===== src/verilog/fas_pkg.sv =====
// Shared constants, enumerations, state records and decoders for the
// fiber amplifier setup controller.
// Assumes a single 50 MHz clock and a 1 ms enable made by the top module.
`default_nettype none
package fas_pkg;
	// Clock and base tick
	localparam int unsigned CLK_PERIOD_NS = 20;
	localparam int unsigned TICK_NS = 1000000;
	localparam int unsigned TICK_CYCLES = TICK_NS / CLK_PERIOD_NS;
	// Key timings in milliseconds
	localparam int unsigned TEACH_HOLD_MS = 500;
	localparam int unsigned LONG_HOLD_MS = 2000;
	localparam int unsigned PHASE_MS = 1000;
	localparam int unsigned HELD_W = 12;
	// Light intensity range and teach stability margin
	localparam logic [13:0] INTENSITY_MAX = 14'h270f;
	localparam logic [13:0] STABLE_MIN = 14'h0064;
	// Setting code: digit one in the top nibble
	localparam logic [15:0] CODE_RESET = 16'h0007;
	localparam logic [3:0] D1_MAX = 4'h9;
	localparam logic [3:0] D2_MAX = 4'h7;
	localparam logic [3:0] D3_MAX = 4'h7;
	localparam logic [3:0] D4_MAX = 4'he;
	localparam logic [3:0] D4_10MS = 4'h4;
	localparam logic [13:0] THRESH_RESET = 14'h03e8;
	// Register offsets
	localparam logic [3:0] ADDR_CODE = 4'h0;
	localparam logic [3:0] ADDR_THRESH = 4'h4;
	localparam logic [3:0] ADDR_STATUS = 4'h8;

	typedef enum logic [2:0] {
		MODE_TEACH = 3'b000, MODE_ADJUST = 3'b001, MODE_POLARITY = 3'b010,
		MODE_TIMER = 3'b011, MODE_ADVANCED = 3'b100
	} fas_mode_t;
	typedef enum logic [2:0] {
		TCH_IDLE = 3'b000, TCH_SAMPLE = 3'b001, TCH_ACCEPT = 3'b010,
		TCH_JUDGE = 3'b011, TCH_SHOW = 3'b100
	} fas_teach_t;
	typedef enum logic [2:0] {
		MSG_NUM = 3'b000, MSG_AUTO = 3'b001, MSG_GOOD = 3'b010, MSG_NG = 3'b011,
		MSG_DASH = 3'b100, MSG_LON = 3'b101, MSG_DON = 3'b110, MSG_NON = 3'b111
	} fas_msg_t;
	typedef enum logic [1:0] {
		TM_NONE = 2'b00, TM_OFF_DELAY = 2'b01, TM_ON_DELAY = 2'b10, TM_ONE_SHOT = 2'b11
	} fas_tmode_t;
	typedef enum logic [1:0] {
		RESP_STANDARD = 2'b00, RESP_LONG = 2'b01, RESP_HIGH_SPEED = 2'b10, RESP_SPECIAL = 2'b11
	} fas_resp_t;

	typedef struct packed {
		logic level;
		logic rise;
		logic fall;
		logic [HELD_W-1:0] held_ms;
	} fas_key_t;
	typedef struct packed {
		logic s1;
		logic s2;
		logic prev;
		logic [HELD_W-1:0] held_ms;
	} fas_keyst_t;
	typedef struct packed {
		logic out;
		logic det_prev;
		logic [12:0] cnt;
	} fas_tmrst_t;

	// Interval digit to milliseconds; zero means timer off
	function automatic logic [12:0] fas_interval_ms(input logic [3:0] digit);
		case (digit)
			4'h1: fas_interval_ms = 13'd1;
			4'h2: fas_interval_ms = 13'd3;
			4'h3: fas_interval_ms = 13'd5;
			4'h4: fas_interval_ms = 13'd10;
			4'h5: fas_interval_ms = 13'd30;
			4'h6: fas_interval_ms = 13'd50;
			4'h7: fas_interval_ms = 13'd100;
			4'h8: fas_interval_ms = 13'd300;
			4'h9: fas_interval_ms = 13'd500;
			4'ha: fas_interval_ms = 13'd1000;
			4'hb: fas_interval_ms = 13'd2000;
			4'hc: fas_interval_ms = 13'd3000;
			4'hd: fas_interval_ms = 13'd4000;
			4'he: fas_interval_ms = 13'd5000;
			default: fas_interval_ms = 13'd0;
		endcase
	endfunction : fas_interval_ms

	// A code is legal when every digit stays within its column
	function automatic logic fas_code_ok(input logic [15:0] c);
		fas_code_ok = (c[15:12] <= D1_MAX) && (c[11:8] <= D2_MAX) &&
			(c[7:4] <= D3_MAX) && (c[3:0] <= D4_MAX);
	endfunction : fas_code_ok
endpackage : fas_pkg
`default_nettype wire


===== src/verilog/fas_key.sv =====
// One operator key: pin synchroniser, edge pulses and held time in ms.
// Assumes a 1 ms enable pulse on the same clock and a synchronous reset copy.
`timescale 1ns/1ps
`default_nettype none
module fas_key
	import fas_pkg::*;
(
	input wire logic clock_in,
	input wire logic rst_n_in,
	input wire logic tick_in,
	input wire logic pin_in,
	output fas_key_t key_out
);
	fas_keyst_t st_r;
	fas_keyst_t st_nxt;

	// Two flops, then edge and hold timing on the clean copy
	always_comb begin
		st_nxt = st_r;
		st_nxt.s1 = pin_in;
		st_nxt.s2 = st_r.s1;
		st_nxt.prev = st_r.s2;
		if (!st_r.s2) begin
			st_nxt.held_ms = '0;
		end else if (tick_in && (st_r.held_ms != {HELD_W{1'b1}})) begin
			st_nxt.held_ms = st_r.held_ms + 1'b1;
		end
	end

	always_ff @(posedge clock_in or negedge rst_n_in) begin
		if (!rst_n_in) begin
			st_r <= '0;
		end else begin
			st_r <= st_nxt;
		end
	end

	assign key_out.level = st_r.s2;
	assign key_out.rise = st_r.s2 & ~st_r.prev;
	assign key_out.fall = ~st_r.s2 & st_r.prev;
	assign key_out.held_ms = st_r.held_ms;
endmodule : fas_key
`default_nettype wire


===== src/verilog/fas_otimer.sv =====
// Output timer: off-delay, on-delay and one-shot shaping of the detect level.
// Assumes a 1 ms enable pulse and a detect level from the same clock.
`timescale 1ns/1ps
`default_nettype none
module fas_otimer
	import fas_pkg::*;
(
	input wire logic clock_in,
	input wire logic rst_n_in,
	input wire logic tick_in,
	input wire logic detect_in,
	input wire fas_tmode_t tmode_in,
	input wire logic [3:0] digit_in,
	output logic out_out
);
	fas_tmrst_t st_r;
	fas_tmrst_t st_nxt;
	logic [12:0] iv;

	assign iv = fas_interval_ms(digit_in);

	// Interval counting in ms per timer mode
	always_comb begin
		st_nxt = st_r;
		st_nxt.det_prev = detect_in;
		unique case (tmode_in)
			TM_NONE: begin
				st_nxt.cnt = '0;
				st_nxt.out = detect_in;
			end
			TM_OFF_DELAY: begin
				if (detect_in) begin
					st_nxt.cnt = iv;
				end else if (tick_in && (st_r.cnt != '0)) begin
					st_nxt.cnt = st_r.cnt - 1'b1;
				end
				st_nxt.out = detect_in | (st_nxt.cnt != '0);
			end
			TM_ON_DELAY: begin
				if (!detect_in) begin
					st_nxt.cnt = '0;
				end else if (tick_in && (st_r.cnt < iv)) begin
					st_nxt.cnt = st_r.cnt + 1'b1;
				end
				st_nxt.out = detect_in & (st_nxt.cnt >= iv);
			end
			TM_ONE_SHOT: begin
				if (detect_in && !st_r.det_prev && (st_r.cnt == '0)) begin
					st_nxt.cnt = iv;
				end else if (tick_in && (st_r.cnt != '0)) begin
					st_nxt.cnt = st_r.cnt - 1'b1;
				end
				st_nxt.out = (st_nxt.cnt != '0);
			end
		endcase
	end

	always_ff @(posedge clock_in or negedge rst_n_in) begin
		if (!rst_n_in) begin
			st_r <= '0;
		end else begin
			st_r <= st_nxt;
		end
	end

	assign out_out = st_r.out;
endmodule : fas_otimer
`default_nettype wire


===== src/verilog/fas_setup.sv =====
// Front-panel setup and teach controller of a fiber sensor amplifier.
// Assumes raw key pins, an intensity word on this clock, one 50 MHz clock.
// What this block does
// - Jog held half second starts sampling, live
// - Accepted teach blinks; threshold at min/max midpoint
// - Show good or bad stability message after teach
// - Then show threshold, then back to live
// - Adjust mode: turns move threshold, press commits
// - Polarity mode: any turn toggles, press confirms
// - Enabling timer loads off-delay at ten ms
// - Timer off at reset; shows configured interval
// - Off, on-delay, one-shot; fourteen interval digits
// - Decode four-digit code into its settings
// - Illegal code rejected, four dashes shown
// - Setting code resets to 0007
// - Bus code writes only in advanced; long press exits
// - Both keys two seconds lock the keys, except in advanced settings
// - Both keys two seconds again unlock
//
// The implementer's own choices: the address-and-strobe port and the register addresses.
`timescale 1ns/1ps
`default_nettype none
module fas_setup
	import fas_pkg::*;
#(
	parameter int unsigned MS_CYCLES = TICK_CYCLES
) (
	input wire logic clock_in,
	input wire logic nrst_in,
	input wire logic mode_key_in,
	input wire logic jog_press_in,
	input wire logic jog_plus_in,
	input wire logic jog_minus_in,
	input wire logic [13:0] intensity_in,
	input wire logic [3:0] addr_in,
	input wire logic [31:0] wdata_in,
	input wire logic wr_in,
	input wire logic rd_in,
	output logic [31:0] rdata_out,
	output logic [13:0] disp_value_out,
	output fas_msg_t disp_msg_out,
	output logic disp_blink_out,
	output logic [4:0] mode_ind_out,
	output logic [13:0] threshold_out,
	output logic key_locked_out,
	output logic sensor_out,
	output fas_resp_t response_out,
	output logic [1:0] hysteresis_out,
	output logic [1:0] display_type_out,
	output logic dark_on_out,
	output logic adjust_lock_out
);
	// Whole controller state, registered in one place
	typedef struct packed {
		logic [15:0] div;
		logic tick;
		fas_mode_t mode;
		logic locked;
		logic combo;
		logic combo_done;
		logic [HELD_W-1:0] combo_ms;
		logic mode_done;
		fas_teach_t teach;
		logic [12:0] phase_ms;
		logic [13:0] smin;
		logic [13:0] smax;
		logic [13:0] thresh;
		logic [13:0] pend_th;
		logic pend_pol;
		logic stable;
		logic [15:0] code;
		logic reject;
		fas_msg_t msg;
		logic [13:0] disp;
		logic blink;
		logic [31:0] rdata;
	} fas_state_t;

	fas_state_t s_r;
	fas_state_t s_nxt;
	logic rst_s1;
	logic rst_n;
	fas_key_t keys [4];
	logic [3:0] pins;
	logic [14:0] mid_sum;
	logic adj_ok;
	logic jog_short;
	logic mode_short;
	logic turn;
	logic detect;

	// Reset: asserted at once, released through two flops
	always_ff @(posedge clock_in or negedge nrst_in) begin
		if (!nrst_in) begin
			rst_s1 <= 1'b0;
			rst_n <= 1'b0;
		end else begin
			rst_s1 <= 1'b1;
			rst_n <= rst_s1;
		end
	end

	// Key order: mode, jog press, jog plus, jog minus
	assign pins = {jog_minus_in, jog_plus_in, jog_press_in, mode_key_in};

	// One synchroniser and hold timer per key
	generate
		for (genvar i = 0; i < 4; i++) begin : g_key
			fas_key u_key (
				.clock_in(clock_in),
				.rst_n_in(rst_n),
				.tick_in(s_r.tick),
				.pin_in(pins[i]),
				.key_out(keys[i])
			);
		end
	endgenerate

	// Key events, with two-key combinations kept out of single presses
	assign mode_short = keys[0].fall && !s_r.combo && !s_r.mode_done;
	assign jog_short = keys[1].fall && !s_r.combo && (s_r.teach == TCH_IDLE);
	assign turn = keys[2].rise | keys[3].rise;
	// Turning in adjust mode is allowed under lock only with adjust lock off
	assign adj_ok = !s_r.locked || s_r.code[6];
	assign mid_sum = {1'b0, s_r.smin} + {1'b0, s_r.smax};

	always_comb begin
		s_nxt = s_r;
		s_nxt.tick = 1'b0;
		s_nxt.rdata = '0;

		// Millisecond enable from the clock divider
		if (s_r.div == 16'(MS_CYCLES - 1)) begin
			s_nxt.div = '0;
			s_nxt.tick = 1'b1;
		end else begin
			s_nxt.div = s_r.div + 1'b1;
		end

		// Both keys held: count, toggle lock once per hold
		if (keys[0].level && keys[1].level) begin
			s_nxt.combo = 1'b1;
			if (s_r.tick && !s_r.combo_done) begin
				s_nxt.combo_ms = s_r.combo_ms + 1'b1;
			end
			if (!s_r.combo_done && (s_r.combo_ms > HELD_W'(LONG_HOLD_MS))
					&& (s_r.mode != MODE_ADVANCED)) begin
				s_nxt.locked = !s_r.locked;
				s_nxt.combo_done = 1'b1;
			end
		end else begin
			s_nxt.combo_ms = '0;
			s_nxt.combo_done = 1'b0;
			if (!keys[0].level && !keys[1].level) begin
				s_nxt.combo = 1'b0;
			end
		end

		// Long mode press leaves advanced settings for run mode
		if (!keys[0].level) begin
			s_nxt.mode_done = 1'b0;
		end else if (!s_r.combo && (s_r.mode == MODE_ADVANCED)
				&& (keys[0].held_ms >= HELD_W'(LONG_HOLD_MS))) begin
			s_nxt.mode = MODE_TEACH;
			s_nxt.mode_done = 1'b1;
			s_nxt.reject = 1'b0;
		end

		// Short mode press steps through the setting modes
		if (mode_short && !s_r.locked) begin
			unique case (s_r.mode)
				MODE_TEACH: s_nxt.mode = MODE_ADJUST;
				MODE_ADJUST: s_nxt.mode = MODE_POLARITY;
				MODE_POLARITY: s_nxt.mode = MODE_TIMER;
				MODE_TIMER: s_nxt.mode = MODE_ADVANCED;
				MODE_ADVANCED: s_nxt.mode = MODE_TEACH;
				default: s_nxt.mode = MODE_TEACH;
			endcase
			s_nxt.teach = TCH_IDLE;
			s_nxt.pend_th = s_r.thresh;
			s_nxt.pend_pol = s_r.code[10];
			s_nxt.reject = 1'b0;
		end

		// Full-auto teach sequence
		unique case (s_r.teach)
			TCH_IDLE: begin
				if ((s_r.mode == MODE_TEACH) && !s_r.locked && !s_r.combo
						&& keys[1].level && (keys[1].held_ms >= HELD_W'(TEACH_HOLD_MS))) begin
					s_nxt.teach = TCH_SAMPLE;
					s_nxt.smin = intensity_in;
					s_nxt.smax = intensity_in;
				end
			end
			TCH_SAMPLE: begin
				// Track the darkest and brightest readings while held
				if (intensity_in < s_r.smin) begin
					s_nxt.smin = intensity_in;
				end
				if (intensity_in > s_r.smax) begin
					s_nxt.smax = intensity_in;
				end
				if (s_r.combo) begin
					s_nxt.teach = TCH_IDLE;
				end else if (!keys[1].level) begin
					s_nxt.teach = TCH_ACCEPT;
					s_nxt.phase_ms = '0;
					s_nxt.thresh = mid_sum[14:1];
					s_nxt.pend_th = mid_sum[14:1];
					s_nxt.stable = ((s_r.smax - s_r.smin) >= STABLE_MIN);
				end
			end
			TCH_ACCEPT, TCH_JUDGE, TCH_SHOW: begin
				// Each result screen stands for one phase time
				if (s_r.tick) begin
					if (s_r.phase_ms == 13'(PHASE_MS - 1)) begin
						s_nxt.phase_ms = '0;
						unique case (s_r.teach)
							TCH_ACCEPT: s_nxt.teach = TCH_JUDGE;
							TCH_JUDGE: s_nxt.teach = TCH_SHOW;
							default: s_nxt.teach = TCH_IDLE;
						endcase
					end else begin
						s_nxt.phase_ms = s_r.phase_ms + 1'b1;
					end
				end
			end
			default: s_nxt.teach = TCH_IDLE;
		endcase

		// Fine adjustment of the threshold
		if (s_r.mode == MODE_ADJUST) begin
			if (keys[2].rise && adj_ok && (s_r.pend_th < INTENSITY_MAX)) begin
				s_nxt.pend_th = s_r.pend_th + 1'b1;
			end else if (keys[3].rise && adj_ok && (s_r.pend_th != '0)) begin
				s_nxt.pend_th = s_r.pend_th - 1'b1;
			end
			if (jog_short) begin
				s_nxt.thresh = s_r.pend_th;
			end
		end

		// Output polarity selection
		if ((s_r.mode == MODE_POLARITY) && !s_r.locked) begin
			if (turn) begin
				s_nxt.pend_pol = !s_r.pend_pol;
			end
			if (jog_short) begin
				s_nxt.code[10] = s_r.pend_pol;
			end
		end

		// Timer in use or not; enabling loads the 10 ms off-delay
		if ((s_r.mode == MODE_TIMER) && !s_r.locked && turn) begin
			if (s_r.code[5:4] == TM_NONE) begin
				s_nxt.code[5:4] = TM_OFF_DELAY;
				s_nxt.code[3:0] = D4_10MS;
			end else begin
				s_nxt.code[5:4] = TM_NONE;
			end
		end

		// Code writes take effect only in advanced settings
		if (wr_in && (addr_in == ADDR_CODE) && (s_r.mode == MODE_ADVANCED)) begin
			if (fas_code_ok(wdata_in[15:0])) begin
				s_nxt.code = wdata_in[15:0];
				s_nxt.reject = 1'b0;
			end else begin
				s_nxt.reject = 1'b1;
			end
		end

		// Register reads answer in the following cycle
		if (rd_in) begin
			unique case (addr_in)
				ADDR_CODE: s_nxt.rdata = {16'h0000, s_r.code};
				ADDR_THRESH: s_nxt.rdata = {18'h00000, s_r.thresh};
				ADDR_STATUS: s_nxt.rdata = {23'h000000, s_r.reject, s_r.stable,
					s_r.teach, s_r.locked, s_r.mode};
				default: s_nxt.rdata = '0;
			endcase
		end

		// Display contents
		s_nxt.blink = 1'b0;
		s_nxt.msg = MSG_NUM;
		s_nxt.disp = intensity_in;
		if (s_r.reject) begin
			s_nxt.msg = MSG_DASH;
		end else if (s_r.teach == TCH_ACCEPT) begin
			s_nxt.disp = s_r.smax;
			s_nxt.blink = 1'b1;
		end else if (s_r.teach == TCH_JUDGE) begin
			s_nxt.msg = s_r.stable ? MSG_GOOD : MSG_NG;
		end else if (s_r.teach == TCH_SHOW) begin
			s_nxt.disp = s_r.thresh;
		end else if (s_r.mode == MODE_ADJUST) begin
			s_nxt.disp = s_r.pend_th;
		end else if (s_r.mode == MODE_POLARITY) begin
			s_nxt.msg = s_r.pend_pol ? MSG_DON : MSG_LON;
		end else if (s_r.mode == MODE_TIMER) begin
			s_nxt.msg = (s_r.code[5:4] == TM_NONE) ? MSG_NON : MSG_NUM;
			s_nxt.disp = {1'b0, fas_interval_ms(s_r.code[3:0])};
		end
	end

	// State register
	always_ff @(posedge clock_in or negedge rst_n) begin
		if (!rst_n) begin
			s_r <= '0;
			s_r.code <= CODE_RESET;
			s_r.thresh <= THRESH_RESET;
			s_r.pend_th <= THRESH_RESET;
			s_r.mode <= MODE_TEACH;
			s_r.teach <= TCH_IDLE;
			s_r.msg <= MSG_NUM;
		end else begin
			s_r <= s_nxt;
		end
	end

	// Detection against the threshold, inverted for dark-on
	assign detect = (intensity_in >= s_r.thresh) ^ s_r.code[10];

	fas_otimer u_otimer (
		.clock_in(clock_in),
		.rst_n_in(rst_n),
		.tick_in(s_r.tick),
		.detect_in(detect),
		.tmode_in(fas_tmode_t'(s_r.code[5:4])),
		.digit_in(s_r.code[3:0]),
		.out_out(sensor_out)
	);

	// Setting decode from the stored code
	always_comb begin
		unique case (s_r.code[15:12])
			4'h0, 4'h1, 4'h2: response_out = RESP_STANDARD;
			4'h3, 4'h4, 4'h5: response_out = RESP_LONG;
			4'h6, 4'h7, 4'h8: response_out = RESP_HIGH_SPEED;
			default: response_out = RESP_SPECIAL;
		endcase
		unique case (s_r.code[15:12])
			4'h1, 4'h4, 4'h7: hysteresis_out = 2'h1;
			4'h2, 4'h5, 4'h8: hysteresis_out = 2'h2;
			default: hysteresis_out = 2'h0;
		endcase
	end

	assign display_type_out = s_r.code[9:8];
	assign dark_on_out = s_r.code[10];
	assign adjust_lock_out = !s_r.code[6];
	assign rdata_out = s_r.rdata;
	assign disp_value_out = s_r.disp;
	assign disp_msg_out = s_r.msg;
	assign disp_blink_out = s_r.blink;
	assign threshold_out = s_r.thresh;
	assign key_locked_out = s_r.locked;

	// One indicator per setting mode
	always_comb begin
		mode_ind_out = '0;
		mode_ind_out[s_r.mode] = 1'b1;
	end
endmodule : fas_setup
`default_nettype wire

===== config.mk =====
export PLATFORM = sky130hd
export DESIGN_NAME = fas_setup
export DESIGN_NICKNAME = d
export VERILOG_FILES = /design/src/verilog/fas_pkg.sv /design/src/verilog/fas_key.sv /design/src/verilog/fas_otimer.sv /design/src/verilog/fas_setup.sv
export SDC_FILE = /design/constraint.sdc
export NUM_CORES = 1
export LEC_CHECK = 0
export BUFFER_PORTS_ARGS = -buffer_cell sky130_fd_sc_hd__buf_2
export CORE_UTILIZATION = 65
export CTS_CLUSTER_DIAMETER = 120
export CTS_CLUSTER_SIZE = 24
export DETAILED_ROUTE_END_ITERATION = 12
export HOLD_SLACK_MARGIN = 0.12
export PLACE_DENSITY = 0.83
export SYNTH_ARGS = -nofsm -noshare
export SYNTH_HDL_FRONTEND = slang
export SYNTH_SLANG_ARGS = --single-unit

===== constraint.sdc =====
create_clock -name clock_in -period 14.01 [get_ports clock_in]
set_clock_uncertainty 0.15 [all_clocks]
set_input_delay 1.401 -clock clock_in [delete_from_list [all_inputs] [get_ports clock_in]]
set_output_delay 1.401 -clock clock_in [all_outputs]
set_load 0.03 [all_outputs]

=== Word-level counts from Yosys, hierarchy flattened ===
Memories as Yosys holds them, arrays and structs flattened.
Index checks and enable logic that the tools add are counted.

* Add/sub/neg operators: 11
* Multipliers: 0
* Divide/modulo/power cells: 0
* Magnitude comparators: 16
* Equal/unequal tests: 35
* Shift operators: 0
* Multiplexer cells: 84
* Bitwise gates (word level): 13
* Reductions and logical operators: 72

{| class="wikitable"
|+ Operator list
! cell !! count
|-
| two-way mux 14 bit || 11
|-
| two-way mux 28 bit || 5
|-
| two-way mux 13 bit || 10
|-
| two-way mux 12 bit || 6
|-
| two-way mux 16 bit || 4
|-
| one-hot mux 28 bit (2 select lines) || 1
|-
| one-hot mux 13 bit (4 select lines) || 1
|-
| one-hot mux 16 bit (3 select lines) || 1
|-
| two-way mux 3 bit || 14
|-
| nonzero test 13 bit || 3
|-
| adder 12 x 1 -> 12 bit (second input constant) || 3
|-
| logical AND 1 bit || 35
|-
| two-way mux 15 bit || 2
|-
| adder 13 x 1 -> 13 bit (second input constant) || 2
|-
| one-hot mux 13 bit (2 select lines) || 1
|-
| != test 12 bit (second input constant) || 2
|-
| two-way mux 1 bit || 17
|-
| two-way mux 17 bit || 1
|-
| adder 16 x 1 -> 16 bit (second input constant) || 1
|-
| equality test 16 bit (second input constant) || 1
|-
| equality test 4 x 3 -> 1 bit (second input constant) || 4
|-
| != test 2 bit (second input constant) || 8
|-
| adder 14 x 14 -> 15 bit || 1
|-
| adder 14 x 1 -> 14 bit (second input constant) || 1
|-
| other kinds (55) || 96
|}

* Register bits after elaboration: 230
* Bits in latches: 0
* Bits in writable memories: 0
* Bits in read-only memories: 448
* Input port bits: 58
* Output and inout port bits: 79
* Memories kept: 3

{| class="wikitable"
|+ Memories
! memory !! depth !! bits a word !! rd ports !! clocked after memory_dff !! wr ports !! line !! text
|-
| (name not given) || 16 || 13 || 1 || 0 || 0 || fas_pkg.sv:70 || <nowiki>case (digit)</nowiki>
|-
| (name not given) || 16 || 13 || 1 || 0 || 0 || fas_pkg.sv:70 ||
|-
| (name not given) || 16 || 2 || 1 || 0 || 0 || fas_setup.sv:337 || <nowiki>unique case (s_r.code[15:12])</nowiki>
|}

=== Logic depth before layout (Yosys ltp) ===
* Depth after elaboration: 12
* Depth in mapped cells: 25

=== By module ===
A second synthesis with hierarchy kept.

* Cells, all modules: 2038
* Area, all modules: 17610.6 um^2

{| class="wikitable"
|+ By module, submodules not included
! module !! times used !! cells an instance !! area each (um^2)
|-
| fas_setup || 1 || 1350 || 11609.9
|-
| fas_key || 4 || 85 || 859.6
|-
| fas_otimer || 1 || 348 || 2562.5
|}

=== Worst setup path before layout ===
Ideal clock, no wire load.

* Path kind: in2reg
* Start: input port intensity_in[0]
* End: register u_otimer.st_r (netlist bit u_otimer.out_out)
* Library setup time: 0.144 ns
* Arrival: 4.574 ns
* Required time: 13.716 ns
* Path slack: 9.142 ns
* Stages: 18
* Path through: inv_1 -> ha_1 -> nand2b_1 -> a31oi_1 -> o2111ai_1 -> a21oi_2 -> xor2_4 -> clkbuf_1 -> nor2_1 -> ha_1 -> a21o_1 -> a211oi_1 -> o21ai_0 -> o221a_2 -> o21ai_0 -> a21boi_0 -> o41ai_1 -> a22oi_2

{| class="wikitable"
|+ RTL lines
! what !! line !! text
|-
| start: declaration || fas_setup.sv:34 || <nowiki>input wire logic [13:0] intensity_in,</nowiki>
|-
| end signal: assignment || fas_otimer.sv:62 || <nowiki>st_r <= st_nxt;</nowiki>
|-
| end: declaration || fas_otimer.sv:16 || <nowiki>fas_tmrst_t st_r;</nowiki>
|}

==> out/qor.txt <==
outcome = complete, no violations
Crit Path Category = reg -> reg
clock latency on the worst-skew pair = 0.50 ns
Synth Flop Type = dfrtp_1
Reg2Reg Setup Slack = 8.13 ns
Clock Sinks = 214
length of routed met3 wiring = 3.79 mm
Compound-Gate Fraction of Synth Area = 18.8%
met2 wire length = 19.9 mm
Post-Route WL = 43.1 mm
average cell area after synthesis = 8.66 sq um
die width = 157 um
layout cells sized above 1 = 12.2%
Initial DRC Count = 1605
Crit. End Element = flip-flop
die area = 0.0245 sq mm
Initial Util = 66.2%
max_cap viols = 0
area grow syn2layout = 3.94%
Yosys reg bits = 214
vias in the first global route = 12900
fin nets = 1954
CP Buf/Inv Count = 3
first-pass GRT wire length = 68.6 mm
CP Launch Type = flip-flop
endpoints failing setup = 0
crit-path most repeated cell = a21oi_1
EDFF count, synth = 0
diode count = 0
ANT nets after route = 0
final core area utilization = 68.8%
Crit path required time = 14.20 ns
IO Count = 137
Yosys cell types = 94
initial antenna violation count = 0
Max Freq = 0.170 GHz
RSZ-0062 raised after global routing = no
Mapped Cells = 1795
clock transition at the registers of the reported paths = 0.11 ns
Post-CTS Hold Fix Bufs = 0
Critical Path AT = 6.08 ns
TritonCTS Buffers = 12
Finished Layout Cells = 2108
H-tree depth = 1
DRC Markers = 0
max-slew violations = 0
worst min-delay path startpoint = rst_s1
Hold Crit Class = reg -> reg
Worst Reg-to-Reg Cells = 23
post-synthesis sequential area ratio = 34.6%
critical path peak fanout = 20
Leak = 0.00734 uW
Power Density = 148 mW/mm^2
Setup Fix Bufs, Post-CTS = 0
worst r2r src = s_r[54]
CP delay by family, top = compound AO/OA/AOI/OAI gates
Final Cell Area = 0.0162 sq mm
Hold Fails Final Rpt = 0
Worst-Margin Slew = 1.12 ns
Hold EP = rst_n
Worst Hold Margin = 0.203 ns
mux cell area share after synthesis = 2.91%
drt via density = 6.58
die height = 157 um
total grt overflow = 0
xor/xnor cell area share of the yosys netlist = 5.08%
per-cell routed wire length = 20.5 um
adder-cell share of the synthesized area = 9.32%
Placer Congestion = 0.975
Fill cells = 1883
First-pass DRT Iterations = 8
half-perimeter wire length after placement = 31.3 mm
TNS Setup = 0 ns
Root Buffer = clkbuf_16
cell-by-cell trace of the critical path = inv_1 -> a21oi_1 -> inv_1 -> a21oi_1 -> inv_1 -> ha_1 -> a21o_1 -> a21oi_1 -> o221ai_1 -> a21oi_1 -> o31a_2 -> nand4_1 -> xnor2_1 -> nor2_1 -> ha_1 -> a21o_1 -> a211oi_1 -> o21ai_0 -> o221a_2 -> o21ai_0 -> a21boi_0 -> o41ai_1 -> a22oi_2
largest net degree at the start of global routing = 84
Slew HR = 25.7%
via count = 13900
post-synthesis simple-gate area fraction = 21.1%
yosys warns = 0
fin crit period = 5.88 ns
GRT Total Usage = 35.8%
Cells after DPL = 2088
highest metal used = met4
clk buf depth = 3
crit share post-route = 42.0%
WHS Path Cells = 0
asr flop ratio synth = 100%
Met1 Wirelength = 17.3 mm
core area = 0.0235 sq mm
CTS resizes = 0
Max IR drop VDD = 81.0 uV
row cnt = 56
Placed Area = 0.0158 sq mm
Netlist Area Pre-Place = 0.0155 sq mm
main combinational cell family by area after synthesis = simple AND/OR/NAND/NOR gates
Crit Reg-Reg Endpoint = u_otimer.out_out
I/O Buffers = 104
Slowest-stage cell, CP = dfrtp_1
critical path's largest stage delay = 0.76 ns
CTS tree = built
[power by group]
group / switching (uW) / total (uW) / internal (uW)
Clock: 212 / 392 / 179
Sequential: 187 / 913 / 725
Combinational: 688 / 1080 / 397
Total: 1090 / 2390 / 1300
[state kept, by name, summed over array words and instances (netlist names), 2 cells and up]
register	count
g_key.u_key.key_out	28
disp_value_out	14
rdata_out	16
threshold_out	14
g_key.u_key.st_nxt	4
s_r	109
disp_msg_out	3
u_otimer.st_r	14
display_type_out	2
g_key.u_key.st_r	4
[cells in the final DEF, fill, tap and decap left out, types with 26 or more instances in the layout]
master and instances:
nand2_1 143, dfrtp_1 198, inv_1 96, xor2_1 35, buf_2 104, and2_1 37, mux2_2 26, nor3_1 51
xnor2_1 52, ha_1 111, a21oi_1 86, o21ai_0 85, or3_1 27, nor2_1 147, nand4_1 27, o22ai_1 35
nand3_1 69
[cell families after synthesis]
kind of cell,after synthesis
simple gates,644
compound gates,430
buf+inv,260
flops,214
fa+ha+maj,115
xor+xnor,88
mux,42
other cells,2
[synthesized netlist by cell type (6+ instances only)]
master / count / share of area (%)
a21o_1: 23 / 1.1
or4_1: 7 / 0.34
clkbuf_1: 75 / 1.8
ha_1: 111 / 8.9
a222oi_1: 9 / 0.58
nand3b_1: 6 / 0.29
and2_1: 37 / 1.5
xor2_1: 35 / 2.0
inv_1: 96 / 2.3
o2111ai_1: 20 / 1.1
nand3_1: 69 / 2.2
dfrtp_1: 199 / 32
buf_2: 11 / 0.35
a31oi_1: 15 / 0.60
nor2b_1: 24 / 0.97
a21oi_1: 86 / 2.8
o21ai_0: 85 / 2.7
and3_1: 25 / 1.0
or2_2: 8 / 0.32
a21boi_0: 8 / 0.39
buf_4: 69 / 3.3
nor3_1: 52 / 1.7
a22o_1: 11 / 0.62
nor3b_1: 18 / 0.87
nand4_1: 27 / 1.1
o211ai_1: 12 / 0.58
a211oi_1: 22 / 1.1
or3_1: 27 / 1.1
a221o_1: 6 / 0.39
mux2i_1: 16 / 1.0
mux2_2: 26 / 1.9
o31ai_1: 11 / 0.53
nand2b_1: 18 / 0.72
o22ai_1: 35 / 1.4
nor4_1: 12 / 0.48
nor2_1: 147 / 3.6
nand2_1: 143 / 3.5
dfstp_2: 15 / 2.5
o221ai_1: 10 / 0.56
a221oi_1: 6 / 0.34
a22oi_1: 14 / 0.68
xnor2_1: 52 / 2.9
[cell type report]
cell class	count	area, sq um	area share [%]
multi-input cells	1336	9000	55.7
well taps	319	399	2.47
inverters	99	372	2.30
repair buffers	120	641	3.97
clock buffers	20	362	2.24
flip-flops and latches	214	5380	33.3
[routing by layer]
metal / vias to the layer above / GRT usage, %
li1: 6341 / -
met5: - / 0
met1: 6656 / 47.9
met2: 722 / 57.5
met3: 150 / 4.85
met4: 0 / 16.6
[worst register-to-register path, cell delays in order (launching register included)]
cell,delay (ns)
dfrtp_1,0.76
inv_1,0.20
a21oi_1,0.23
inv_1,0.20
a21oi_1,0.43
inv_1,0.16
ha_1,0.21
a21o_1,0.17
a21oi_1,0.13
o221ai_1,0.17
a21oi_1,0.16
o31a_2,0.33
nand4_1,0.15
xnor2_1,0.23
nor2_1,0.07
ha_1,0.31
a21o_1,0.18
a211oi_1,0.22
o21ai_0,0.14
o221a_2,0.24
o21ai_0,0.14
a21boi_0,0.10
o41ai_1,0.57
a22oi_2,0.09
[per-stage QoR]
stage / total power (uW) / setup slack [ns]
2_1_floorplan: 1710 / 7.48
3_3_place_gp: 1940 / 8.25
3_5_place_dp: 1970 / 8.20
4_1_cts: 2360 / 8.24
5_1_grt: 2520 / 7.74
6_report: 2390 / 8.13
[worst max-delay path by stage]
stage | from | end | slack (ns) | cells past startpoint
detailed placement | intensity_in[0] | u_otimer.out_out | 8.20 | 18
CTS | s_r[54] | u_otimer.out_out | 8.24 | 23
global route | s_r[54] | u_otimer.out_out | 7.74 | 23
global placement | intensity_in[0] | u_otimer.out_out | 8.25 | 18
floorplan | rst_n | dark_on_out | 7.48 | 0
finish | s_r[54] | u_otimer.out_out | 8.13 | 23
Power figures use the tool's default switching activity.
